File: config.mk
export PLATFORM = sky130hd
export DESIGN_NAME = serial_flash_select_framing
export DESIGN_NICKNAME = d
export VERILOG_FILES = /design/src/rtl/flash_front_pkg.sv /design/src/rtl/pin_sync.sv /design/src/rtl/serial_flash_select_framing.sv
export SDC_FILE = /design/constraint.sdc
export NUM_CORES = 1
export LEC_CHECK = 0
export ABC_AREA = 1
export BUFFER_PORTS_ARGS = -buffer_cell sky130_fd_sc_hd__buf_2
export CORE_ASPECT_RATIO = 1.25
export CORE_UTILIZATION = 40
export CTS_BUF_LIST = sky130_fd_sc_hd__clkbuf_4
export DETAILED_ROUTE_END_ITERATION = 12
export MAX_ROUTING_LAYER = met4
export SLEW_MARGIN = 20
export SYNTH_ARGS = -nofsm -noshare
export SYNTH_HDL_FRONTEND = slang
export SYNTH_SLANG_ARGS = --single-unit
File: constraint.sdc
create_clock -name CLOCK_I -period 4.7 [get_ports CLOCK_I]
set_clock_uncertainty 0.15 [all_clocks]
set_input_delay 0.47 -clock CLOCK_I [delete_from_list [all_inputs] [get_ports CLOCK_I]]
set_output_delay 0.47 -clock CLOCK_I [all_outputs]
set_load 0.01 [all_outputs]
File: src/rtl/flash_front_pkg.sv
// constants and types shared by the serial flash select/framing front end
//
// Overview of operation
// select high: ignore inputs, outputs high impedance
// deselected and idle means standby power
// select falling enters active power state
// after reset, first command needs select fall
// each operation starts on select falling edge
// each operation ends on select rising edge
// no standby until self-timed erase finishes
// sample serial input on rising clock
// shift output data on falling clock
// readable 128-bit unique serial number plus ids
// 256-byte page erase, constant erase time
// pause pin acts with select low, clock low
// quad enable turns pause/protect into data
// select rising mid-command abandons that command
package flash_front_pkg;

    // timing: one fixed erase time for page and chip alike
    localparam int unsigned CLOCK_PERIOD_NS = 5;
    localparam int unsigned ERASE_TIME_NS = 100000;
    localparam int unsigned ERASE_CYCLES_DEFAULT = ERASE_TIME_NS / CLOCK_PERIOD_NS;

    // frame geometry
    localparam logic [7:0] CMD_LAST_BIT = 8'h07;
    localparam logic [7:0] ADDR_LAST_BIT = 8'h17;
    localparam int unsigned PAGE_ADDR_LSB = 8;
    localparam int unsigned OUT_MSB = 127;

    // command codes
    localparam logic [7:0] CMD_READ_UNIQUE = 8'h01;
    localparam logic [7:0] CMD_READ_UNIQUE_QUAD = 8'h02;
    localparam logic [7:0] CMD_READ_IDENT = 8'h03;
    localparam logic [7:0] CMD_PAGE_ERASE = 8'h04;
    localparam logic [7:0] CMD_CHIP_ERASE = 8'h05;
    localparam logic [7:0] CMD_READ_BUSY = 8'h06;

    // pin positions inside the four data lines
    localparam int unsigned LINE_SERIAL_IN = 0;
    localparam int unsigned LINE_SERIAL_OUT = 1;
    localparam int unsigned LINE_PAUSE = 3;
    localparam logic [3:0] OE_SINGLE = 4'h2;
    localparam logic [3:0] OE_QUAD = 4'hf;

    // frame sequencer, gray along wait-cmd-addr-skip and wait-cmd-out
    typedef enum logic [2:0] {
        st_wait = 3'h0,
        st_cmd = 3'h1,
        st_addr = 3'h3,
        st_out = 3'h5,
        st_skip = 3'h7
    } frame_state_t;

    // pins after synchronisation
    typedef struct packed {
        logic sck;
        logic cs_n;
        logic quad_io_enable_bit;
        logic [3:0] sio;
    } pins_t;

    // whole state of the front end
    typedef struct packed {
        frame_state_t st;
        logic sck_prev;
        logic cs_prev;
        logic paused;
        logic quad;
        logic [7:0] cnt;
        logic [23:0] in_sr;
        logic [127:0] out_sr;
        logic pend_page;
        logic pend_all;
        logic busy;
        logic [31:0] timer;
        logic erase_req;
        logic erase_all;
        logic [15:0] erase_page;
        logic [3:0] io_out;
        logic [3:0] io_oe;
        logic standby;
    } front_state_t;

    // cs_prev resets low so a select held low at release is no fall
    localparam front_state_t FRONT_RESET = '{st: st_wait, standby: 1'b1, default: '0};

endpackage

File: src/rtl/pin_sync.sv
// two-stage synchroniser for asynchronous pins
`timescale 1ns/100ps
module pin_sync #(
    parameter int unsigned WIDTH = 7
) (
    input wire logic CLOCK_I,
    input wire logic RESET_I,
    input wire logic [WIDTH-1:0] ASYNC_I,
    output logic [WIDTH-1:0] SYNC_O
);

    genvar i;
    // one flop pair per bit; first stage feeds only the second
    generate
        for (i = 0; i < WIDTH; i++)
        begin : g_bit
            logic meta;
            always_ff @(posedge CLOCK_I)
            begin
                if (RESET_I)
                begin
                    meta <= 1'b0;
                    SYNC_O[i] <= 1'b0;
                end
                else
                begin
                    meta <= ASYNC_I[i];
                    SYNC_O[i] <= meta;
                end
            end
        end
    endgenerate

endmodule

File: src/rtl/serial_flash_select_framing.sv
// serial flash front end: select framing, power states, id read, erase timer
`timescale 1ns/100ps
module serial_flash_select_framing #(
    parameter int unsigned ERASE_CYCLES = flash_front_pkg::ERASE_CYCLES_DEFAULT,
    parameter logic [127:0] UNIQUE_ID = 128'h0123456789abcdef0f1e2d3c4b5a6978, // arbitrary value
    parameter logic [7:0] MAKER_ID = 8'h5a, // arbitrary value
    parameter logic [7:0] PART_ID = 8'h3c // arbitrary value
) (
    input wire logic CLOCK_I,
    input wire logic RESET_I,
    input wire logic SCK_I,
    input wire logic CS_N_I,
    input wire logic QUAD_IO_ENABLE_BIT_I,
    input wire logic [3:0] SIO_I,
    output logic [3:0] SIO_O,
    output logic [3:0] SIO_OE_O,
    output logic STANDBY_O,
    output logic BUSY_O,
    output logic ERASE_REQ_O,
    output logic ERASE_ALL_O,
    output logic [15:0] ERASE_PAGE_O
);

    flash_front_pkg::pins_t raw; // pins before synchronising
    flash_front_pkg::pins_t pin; // pins after two flops
    flash_front_pkg::front_state_t s; // registered state
    flash_front_pkg::front_state_t n; // next state
    logic sck_r; // serial clock rising
    logic sck_f; // serial clock falling
    logic cs_fall; // select asserted
    logic cs_rise; // select released
    logic qe; // quad mode enabled
    logic [7:0] cmd; // command byte as it completes

    assign raw = '{sck: SCK_I, cs_n: CS_N_I, quad_io_enable_bit: QUAD_IO_ENABLE_BIT_I, sio: SIO_I};

    // every pin crosses from the host side through two flops
    pin_sync #(
        .WIDTH($bits(flash_front_pkg::pins_t))
    ) u_sync (
        .CLOCK_I(CLOCK_I),
        .RESET_I(RESET_I),
        .ASYNC_I(raw),
        .SYNC_O(pin)
    );

    // edge finding on the synchronised copies
    assign sck_r = pin.sck & ~s.sck_prev;
    assign sck_f = ~pin.sck & s.sck_prev;
    assign cs_fall = ~pin.cs_n & s.cs_prev;
    assign cs_rise = pin.cs_n & ~s.cs_prev;
    assign qe = pin.quad_io_enable_bit;
    assign cmd = {s.in_sr[6:0], pin.sio[flash_front_pkg::LINE_SERIAL_IN]};

    // next-state logic for the whole front end
    always_comb
    begin
        n = s;
        n.erase_req = 1'b0;
        n.sck_prev = pin.sck;
        n.cs_prev = pin.cs_n;
        // erase timer: the same count whatever was erased
        if (s.busy)
        begin
            if (s.timer == 32'h1)
            begin
                n.busy = 1'b0;
            end
            n.timer = s.timer - 32'h1;
        end
        if (pin.cs_n)
        begin
            // deselected: drop outputs, forget any half command
            n.st = flash_front_pkg::st_wait;
            n.io_oe = 4'h0;
            n.paused = 1'b0;
            n.quad = 1'b0;
            // a complete erase frame is acted on only when select rises
            if (cs_rise && s.st == flash_front_pkg::st_skip && (s.pend_page || s.pend_all) && !s.busy)
            begin
                n.busy = 1'b1;
                n.timer = ERASE_CYCLES;
                n.erase_req = 1'b1;
                n.erase_all = s.pend_all;
                n.erase_page = s.in_sr[23:flash_front_pkg::PAGE_ADDR_LSB];
            end
            n.pend_page = 1'b0;
            n.pend_all = 1'b0;
        end
        else if (cs_fall)
        begin
            // only a fall seen after reset opens a frame
            n.st = flash_front_pkg::st_cmd;
            n.cnt = 8'h0;
            n.pend_page = 1'b0;
            n.pend_all = 1'b0;
            n.quad = 1'b0;
        end
        else if (s.st != flash_front_pkg::st_wait)
        begin
            // pause pin only counts outside quad mode and with clock low
            if (qe)
            begin
                n.paused = 1'b0;
            end
            else if (!pin.sck)
            begin
                n.paused = ~pin.sio[flash_front_pkg::LINE_PAUSE];
            end
            if (!s.paused && sck_r)
            begin
                // input bits on the rising clock edge
                unique case (s.st)
                    flash_front_pkg::st_cmd:
                    begin
                        n.in_sr = {s.in_sr[22:0], pin.sio[flash_front_pkg::LINE_SERIAL_IN]};
                        n.cnt = s.cnt + 8'h1;
                        if (s.cnt == flash_front_pkg::CMD_LAST_BIT)
                        begin
                            n.cnt = 8'h0;
                            n.st = flash_front_pkg::st_out;
                            // decode the finished command byte
                            unique case (cmd)
                                flash_front_pkg::CMD_READ_UNIQUE:
                                    n.out_sr = UNIQUE_ID;
                                flash_front_pkg::CMD_READ_UNIQUE_QUAD:
                                begin
                                    n.out_sr = UNIQUE_ID;
                                    n.quad = qe;
                                end
                                flash_front_pkg::CMD_READ_IDENT:
                                    n.out_sr = {MAKER_ID, PART_ID, 112'h0};
                                flash_front_pkg::CMD_READ_BUSY:
                                    n.out_sr = {128{s.busy}};
                                flash_front_pkg::CMD_PAGE_ERASE:
                                    n.st = flash_front_pkg::st_addr;
                                flash_front_pkg::CMD_CHIP_ERASE:
                                begin
                                    n.st = flash_front_pkg::st_skip;
                                    n.pend_all = 1'b1;
                                end
                                default:
                                    n.st = flash_front_pkg::st_skip; // unknown code ignored
                            endcase
                        end
                    end
                    flash_front_pkg::st_addr:
                    begin
                        n.in_sr = {s.in_sr[22:0], pin.sio[flash_front_pkg::LINE_SERIAL_IN]};
                        n.cnt = s.cnt + 8'h1;
                        if (s.cnt == flash_front_pkg::ADDR_LAST_BIT)
                        begin
                            n.st = flash_front_pkg::st_skip;
                            n.pend_page = 1'b1;
                        end
                    end
                    flash_front_pkg::st_skip:
                    begin
                        // extra clocks spoil an erase frame
                        n.pend_page = 1'b0;
                        n.pend_all = 1'b0;
                    end
                    flash_front_pkg::st_out:
                        n.cnt = s.cnt;
                    default:
                        n.cnt = s.cnt;
                endcase
            end
            if (!s.paused && sck_f && s.st == flash_front_pkg::st_out)
            begin
                // output bits move on the falling clock edge
                if (s.quad)
                begin
                    n.io_out = s.out_sr[flash_front_pkg::OUT_MSB -: 4];
                    n.io_oe = flash_front_pkg::OE_QUAD;
                    n.out_sr = {s.out_sr[123:0], 4'h0};
                end
                else
                begin
                    n.io_out = {2'h0, s.out_sr[flash_front_pkg::OUT_MSB], 1'b0};
                    n.io_oe = flash_front_pkg::OE_SINGLE;
                    n.out_sr = {s.out_sr[126:0], 1'b0};
                end
            end
        end
        // standby only while deselected with nothing self-timed running
        n.standby = n.cs_prev & ~n.busy;
    end

    // state register, synchronous reset
    always_ff @(posedge CLOCK_I)
    begin
        if (RESET_I)
        begin
            s <= flash_front_pkg::FRONT_RESET;
        end
        else
        begin
            s <= n;
        end
    end

    // outputs straight from the state flops
    assign SIO_O = s.io_out;
    assign SIO_OE_O = s.io_oe;
    assign STANDBY_O = s.standby;
    assign BUSY_O = s.busy;
    assign ERASE_REQ_O = s.erase_req;
    assign ERASE_ALL_O = s.erase_all;
    assign ERASE_PAGE_O = s.erase_page;

    deselect_hiz_a: assert property (@(posedge CLOCK_I) disable iff (RESET_I)
        pin.cs_n |=> SIO_OE_O == 4'h0) else $error("outputs driven while deselected");
    standby_follows_a: assert property (@(posedge CLOCK_I) disable iff (RESET_I)
        (pin.cs_n && !s.busy && !cs_rise) |=> STANDBY_O) else $error("idle deselect not standby");
    active_on_select_a: assert property (@(posedge CLOCK_I) disable iff (RESET_I)
        cs_fall |=> !STANDBY_O ##1 !STANDBY_O) else $error("select did not leave standby");
    powerup_gate_a: assert property (@(posedge CLOCK_I) disable iff (RESET_I)
        (s.st == flash_front_pkg::st_wait && !pin.cs_n && !s.cs_prev) |=> s.st == flash_front_pkg::st_wait)
        else $error("frame opened without select fall");
    frame_start_a: assert property (@(posedge CLOCK_I) disable iff (RESET_I)
        cs_fall |=> (s.st == flash_front_pkg::st_cmd && s.cnt == 8'h0)) else $error("fall did not open frame");
    frame_end_a: assert property (@(posedge CLOCK_I) disable iff (RESET_I)
        $rose(pin.cs_n) |=> s.st == flash_front_pkg::st_wait) else $error("rise did not close frame");
    busy_no_standby_a: assert property (@(posedge CLOCK_I) disable iff (RESET_I)
        BUSY_O |-> !STANDBY_O) else $error("standby during erase");
    rise_sample_a: assert property (@(posedge CLOCK_I) disable iff (RESET_I)
        (s.st == flash_front_pkg::st_cmd && sck_r && !s.paused && !pin.cs_n && !cs_fall)
        |=> s.in_sr[0] == $past(pin.sio[0])) else $error("input bit not sampled");
    fall_shift_a: assert property (@(posedge CLOCK_I) disable iff (RESET_I)
        (s.st == flash_front_pkg::st_out && sck_f && !s.paused && !s.quad && !pin.cs_n)
        |=> SIO_O[1] == $past(s.out_sr[127], 1) && SIO_OE_O == 4'h2) else $error("output bit not shifted");
    erase_busy_a: assert property (@(posedge CLOCK_I) disable iff (RESET_I)
        $rose(ERASE_REQ_O) |-> BUSY_O ##1 (BUSY_O && !ERASE_REQ_O)) else $error("erase did not start timer");
    pause_hold_a: assert property (@(posedge CLOCK_I) disable iff (RESET_I)
        (s.paused && !pin.cs_n && !cs_fall) |=> $stable(s.cnt) && $stable(s.in_sr))
        else $error("bits taken while paused");
    quad_gate_a: assert property (@(posedge CLOCK_I) disable iff (RESET_I)
        SIO_OE_O[3] |-> (s.quad && !s.paused)) else $error("quad drive without quad mode");

endmodule

==> out/results.tsv, run 1 <==
metric	value	unit
status	complete, no violations	
floorplan.io_pins	37	
criticalPathCategory	flop to flop	
globalplace.congestion	0.846	
period_minus_slack	2940	ps
timing.rr.start	s[228]	
layout_commonest_cell	nand2_1	
grt_usage	19.0	%
finalSetupViolations	0	
ctsHoldBuffers	5	
yosysSeqAreaShare	37.8	%
finalNetCount	2016	
cts_buffer_depth	3	
rr_worst_depth	9	
drtAntennaViolNets	0	
worstMarginPinSlew	966	ps
initial_core_util	40.6	%
p_sw_share	23.7	%
critPathMaxStageDelay	760	ps
grt_first_pass_wirelength	50800	um
synthToLayoutAreaGrowth	7.24	%
avgRoutedWirePerCell	11.8	um
cts_post_setup_buffers_inserted	0	
max_freq	0.340	GHz
syn_area_per_cell	6.17	um2
fin_crit_sh	62.5	%
die_x	160	um
ys_warn_count	0	
critPathArrivalTime	3320	ps
min-delay-start	RESET_I	
cp_top_family	buffers and inverters	
start_kind	flop	
leakagePower	0.00638	uW
wl	28800	um
powerDensity	292	mW/mm2
p_comb_share	3.3	%
grt_max_degree	144	
ir_drop	0.000192	V
num_rows	72	
slew_headroom	35.6	%
cts_tree	done	
dp_hpwl	16500	um
numCtsBuffers	66	
clkSlewWorstSetupHoldPaths	60	ps
use_met3	3.85	%
crit_buf_inv	4	
seq_power_share	51.4	%
htree_num_levels	3	
power.share.clock	45.4	%
drt-initial-drc-count	655	
cp_cell_sequence	inv_2 -> nand3_1 -> inv_1 -> nor3_4 -> buf_4 -> buf_4 -> nand3_1 -> nand2_1 -> nor2_1	
synth_fp_nets	2047	
crit_path_start	s[228]	
intPower	3000	uW
rsz0062_at_grt	false	
via_count	11800	
finalMaxSlewViolations	0	
syn_inst	2035	
cts_root_buffer	clkbuf_4	
route.detailed.drc	0	
rrSetupSlack	1760	ps
grt_antenna_before_repair	1	
setup_tns	0	ps
synth_area	0.0126	mm2
viasPerCell	4.84	
grt.overflow.total	0	
crit_path_max_fanout	92	
final_cell_mix	nand2_1, nor2_1, dfxtp_1	
hold_violations	0	
clk_latency	670	ps
hold_class	input port to flop	
min_to	u_sync.g_bit[6].meta	
met1_usage	21.2	%
grt_use_met2	33.4	%
drv_cap	0	
ys_seq_elements	237	
design.core.area	0.0309	mm2
fill_cells	3371	
port_buffers	34	
r2r-end	s[114]	
cp_slowest_cell	buf_4	
drive_gt1_share	8.38	%
cts_resized	0	
holdPathStages	2	
worstSetupEndpointType	flop	
p_sw	931	uW
holdWs	109	ps
dr.pass1.iters	4	
grt_busiest_layer	met2	
synthDistinctLibCells	37	
cts_sinks	237	
grt_pass1_vias	11300	
dieArea	0.0321	mm2
crit_required	5090	ps
die_y	200	um
[synth_stat cells]
master    instances  area, um2
nor3_1           10       50.1
nor3b_1           1       7.51
o211ai_1         62        465
nor2_2            1       6.26
o21ai_1           1       5.00
nand2_1         596       2240
inv_1           210        788
o221ai_1          1       8.76
buf_1            24       90.1
a22oi_1           1       7.51
xnor2_1           6       52.6
xor2_1           10       87.6
a21oi_1         108        541
nor2_1          383       1440
buf_2            39        195
o21ai_0         107        536
clkbuf_1         55        206
ha_1              3       37.5
or2_1             1       6.26
buf_6             3       33.8
dfxtp_1         237       4740
nand4_1           8       50.1
nor3_2            1       10.0
o31ai_1           1       7.51
nand3_1         108        541
a31oi_1           3       18.8
buf_4            33        248
nor2_4            2       22.5
and2_1            1       6.26
nand4_2           1       12.5
or2_2             4       25.0
a211oi_1          2       15.0
nor4_1            2       12.5
inv_2             7       26.3
nand2_2           1       6.26
nand3b_1          1       7.51
o21a_1            1       7.51
[final cells by class]
type / instances / area [um2] / share of cell area [%]
Timing Repair Buffer: 55 / 369 / 2.74
Sequential cell: 237 / 4750 / 35.3
Tap cell: 407 / 509 / 3.78
Antenna cell: 1 / 2.50 / 0.0186
Clock buffer: 100 / 751 / 5.57
Clock inverter: 4 / 15.0 / 0.111
Multi-Input combinational cell: 1427 / 6260 / 46.5
Inverter: 217 / 817 / 6.07
[kinds of logic after synthesis]
| group | after synthesis | synth area share [%] |
|---|---|---|
| buf+inv | 371 | 12.6 |
| simple gates | 1121 | 35.3 |
| flops | 237 | 37.8 |
| fa+ha+maj | 3 | 0.299 |
| xor+xnor | 16 | 1.12 |
| compound gates | 287 | 12.8 |
[through the flow]
stage / util, % / total power, uW / cells / worst slack (ps) / instance area, um2
after floorplan: - / 2160 / 2035 / 2840 / 12600
after global placement: 40.9 / 2190 / 2338 / 1860 / 12600
after global routing: 43.6 / 4150 / 2448 / 1450 / 13500
after detailed placement: 40.9 / 2190 / 2338 / 1810 / 12600
after CTS: 43.6 / 4020 / 2447 / 1780 / 13500
final: 43.6 / 3930 / 2448 / 1760 / 13500
[metal layers]
metal  up-vias  wire [um]
met5         -          0
met4         0        518
met3        45       1320
met2       197      14100
met1      5346      12900
li1       6259          -
[registers in the layout, summed over array words and instances (netlist names)]
| signal | flops |
|---|---|
| u_sync.SYNC_O | 5 |
| u_sync.g_bit.meta | 5 |
| ERASE_REQ_O | 1 |
| s | 194 |
| STANDBY_O | 1 |
| cmd | 7 |
| SIO_O | 4 |
| ERASE_PAGE_O | 16 |
| ERASE_ALL_O | 1 |
| SIO_OE_O | 2 |
| BUSY_O | 1 |
[worst register-to-register path, cell delays in order (launching register included)]
cell,delay (ps)
dfxtp_1,430
inv_2,80
nand3_1,130
inv_1,110
nor3_4,180
buf_4,760
buf_4,700
nand3_1,160
nand2_1,80
nor2_1,50
[how the worst max path moves through the flow]
stage                  end  slack, ps  depth (start not counted)
global placement    s[179]       1860                         11
finish              s[114]       1760                          9
floorplan           s[102]       2840                         11
detailed placement  s[179]       1810                         11
global route        s[179]       1450                         11
CTS                 s[179]       1780                         11
[power by group through the flow]
stage	Sequential (uW)	Clock (uW)	Combinational, uW
2_1_floorplan	2060	0	97.7
3_3_place_gp	2060	0	128
3_5_place_dp	2060	0	128
4_1_cts	2020	1870	131
5_1_grt	2020	1980	149
6_report	2020	1780	129
Power figures use the tool's default switching activity.
==> run 2, diff against run 1 <==
Settings changed: ABC_AREA 1 to 0.
Clock period 4.7 ns to 2.9 ns, I/O delays scaled along.
==> run 2 against run 1 <==
  * Non-clock buffer count grew 27
  * Combinational power grew 56%
  * Largest cell class unchanged
  * Area after synthesis shrank 1.3%
  * Via count shrank 11%
  * Global-route usage grew 0.92 points
  * Register-to-register slack lost 1500 ps
  * Wire length grew 7.5%
  * Worst hold slack gained 170 ps
==> out/results.tsv, run 2 <==
metric	value	unit
hold_class	flop to flop	
design.core.area	0.0303	mm2
rr_worst_depth	6	
grt_max_degree	126	
clk_latency	680	ps
seq_power_share	49.3	%
regMostFlops	s	
criticalPathCategory	flop to flop	
drive_gt1_share	25.9	%
multi_input_area	0.00679	mm2
ys_seq_elements	237	
layout_commonest_cell	dfxtp_1	
place_area	0.0127	mm2
num_rows	71	
fill_cells	2988	
finalSetupViolations	0	
synthToLayoutAreaGrowth	10.5	%
ys_warn_count	0	
drtAntennaViolNets	0	
finish.instance_area	0.0137	mm2
critPathArrivalTime	3060	ps
grt.overflow.total	0	
htree_num_levels	3	
yosysSeqAreaShare	38.3	%
crit_end	s[119]	
grt_antenna_before_repair	1	
yosysMostFrequentCell	dfxtp_1	
rrSetupSlack	250	ps
fin_crit_sh	91.3	%
leakagePower	0.00445	uW
synth.area.top_cells	dfxtp_1, a211oi_1, mux2_2	
grt_pass1_vias	10400	
dp.cells	1645	
floorplan.io_pins	37	
drt-initial-drc-count	691	
grt_first_pass_wirelength	52200	um
async_flop_share	0	%
syn_area_per_cell	9.20	um2
cts_post_setup_buffers_inserted	0	
synthFlopType	dfxtp_1	
intPower	5050	uW
dr.pass1.iters	6	
die_x	159	um
ff_latch_area	0.00475	mm2
ir_drop	0.000368	V
slew_headroom	44.9	%
setup_tns	0	ps
cts_sinks	237	
instances_no_fill	1773	
synth.top_cell.area_share	38.3	%
worstSetupEndpointType	flop	
syn_inst	1347	
hold_violations	0	
globalplace.congestion	0.776	
finalMaxSlewViolations	0	
synth_fp_nets	1359	
powerDensity	484	mW/mm2
yosys-top-cells-count	dfxtp_1, a211oi_1, a21oi_1	
die_y	199	um
crit_required	3310	ps
cts_tree	done	
largest_reg_flops	194	
via_count	10500	
synth_top_cell_by_area	dfxtp_1	
p_sw_share	23.8	%
total_power	6630	uW
finalNetCount	1336	
crit_path_max_fanout	61	
period_minus_slack	2650	ps
viasPerCell	5.93	
p_comb_share	3.0	%
grt_usage	19.9	%
wl	31000	um
max_freq	0.378	GHz
route.detailed.drc	0	
status	complete, no violations	
p_sw	1570	uW
initial_core_util	40.9	%
synth-edff-count	0	
synthDistinctLibCells	64	
numCtsBuffers	67	
port_buffers	34	
synth_area	0.0124	mm2
clkSlewWorstSetupHoldPaths	70	ps
cts_buffer_depth	3	
rsz0062_at_grt	false	
final_cell_mix	dfxtp_1, a211oi_1, a21oi_1	
start_kind	flop	
power.share.clock	47.6	%
worstMarginPinSlew	821	ps
dp_hpwl	16500	um
dieArea	0.0317	mm2
drv_cap	0	
crit_path_start	s[214]	
cts_root_buffer	clkbuf_4	
cts_resized	0	
timing.rr.start	s[214]	
holdWs	283	ps
r2r-end	s[119]	
avgRoutedWirePerCell	17.5	um
[run 2: cell count changes in the layout (fill, tap and decap cells not counted), sizes merged, moves of 60 or more]
cell,change
a211oi,+258
a22oi,+61
inv,-207
mux2,+123
nand2,-495
nand3,-94
nor2,-365
o211ai,-60
o21ai,-97
[run 2: worst min path at each step]
stage | from | end | depth (start not counted)
3_5_place_dp | u_sync.g_bit[4].meta | u_sync.SYNC_O[4] | 1
4_1_cts | u_sync.g_bit[4].meta | u_sync.SYNC_O[4] | 1
5_1_grt | u_sync.g_bit[5].meta | u_sync.SYNC_O[5] | 1
6_report | u_sync.g_bit[4].meta | u_sync.SYNC_O[4] | 1
3_3_place_gp | u_sync.g_bit[0].meta | u_sync.SYNC_O[0] | 1
2_1_floorplan | u_sync.g_bit[0].meta | u_sync.SYNC_O[0] | 1
[run 2: kinds of logic after synthesis]
logic type,synth area share [%]
flip-flops,38.3
XOR/XNOR,0.706
adder cells (fa/ha/maj),0.303
AO/OA/AOI/OAI,29.9
AND/OR/NAND/NOR,11.8
multiplexers,11.7
buffers and inverters,7.35
[run 2: power by group through the flow]
stage / registers [uW] / clock network, uW / logic (uW)
6_report: 3270 / 3160 / 201
5_1_grt: 3270 / 3430 / 216
4_1_cts: 3270 / 3270 / 200
3_5_place_dp: 3340 / 0 / 189
3_3_place_gp: 3340 / 0 / 189
2_1_floorplan: 3340 / 0 / 140
[run 2: area by class of cell]
type                    instances  share of cell area, %
repair buffers                 82                   5.67
well taps                     401                   3.66
clock inverters                18                  0.913
flip-flops and latches        237                   34.6
clock buffers                  98                   5.37
multi-input cells             928                   49.5
diodes                          1                 0.0183
inverters                       8                  0.219
[run 2: layer usage]
metal / track usage, % / wire [um] / vias up / share of wire, %
met2: 32.9 / 14600 / 205 / 47
met4: 6.66 / 499 / 0 / 1.6
li1: - / - / 5143 / -
met3: 3.59 / 1230 / 47 / 4.0
met1: 24.6 / 14600 / 5121 / 47
met5: - / 0 / - / 0
[run 2: worst max-delay path: stages, from the launching register on]
cell,delay [ps]
dfxtp_1,410
ha_1,190
or3b_2,520
nor4_4,550
buf_12,330
a211oi_1,130
a211oi_1,250
[run 2: stage by stage]
| stage | utilization [%] | worst slack [ps] |
|---|---|---|
| 2_1_floorplan | - | 617 |
| 3_3_place_gp | 42.0 | 308 |
| 3_5_place_dp | 42.0 | 263 |
| 4_1_cts | 45.2 | 248 |
| 5_1_grt | 45.2 | 149 |
| 6_report | 45.2 | 251 |
[run 2: timing repair]
action,in CTS,in global routing
endpoints found under the hold margin,69,0
hold buffers,11,0
endpoints found under the setup margin,0,0
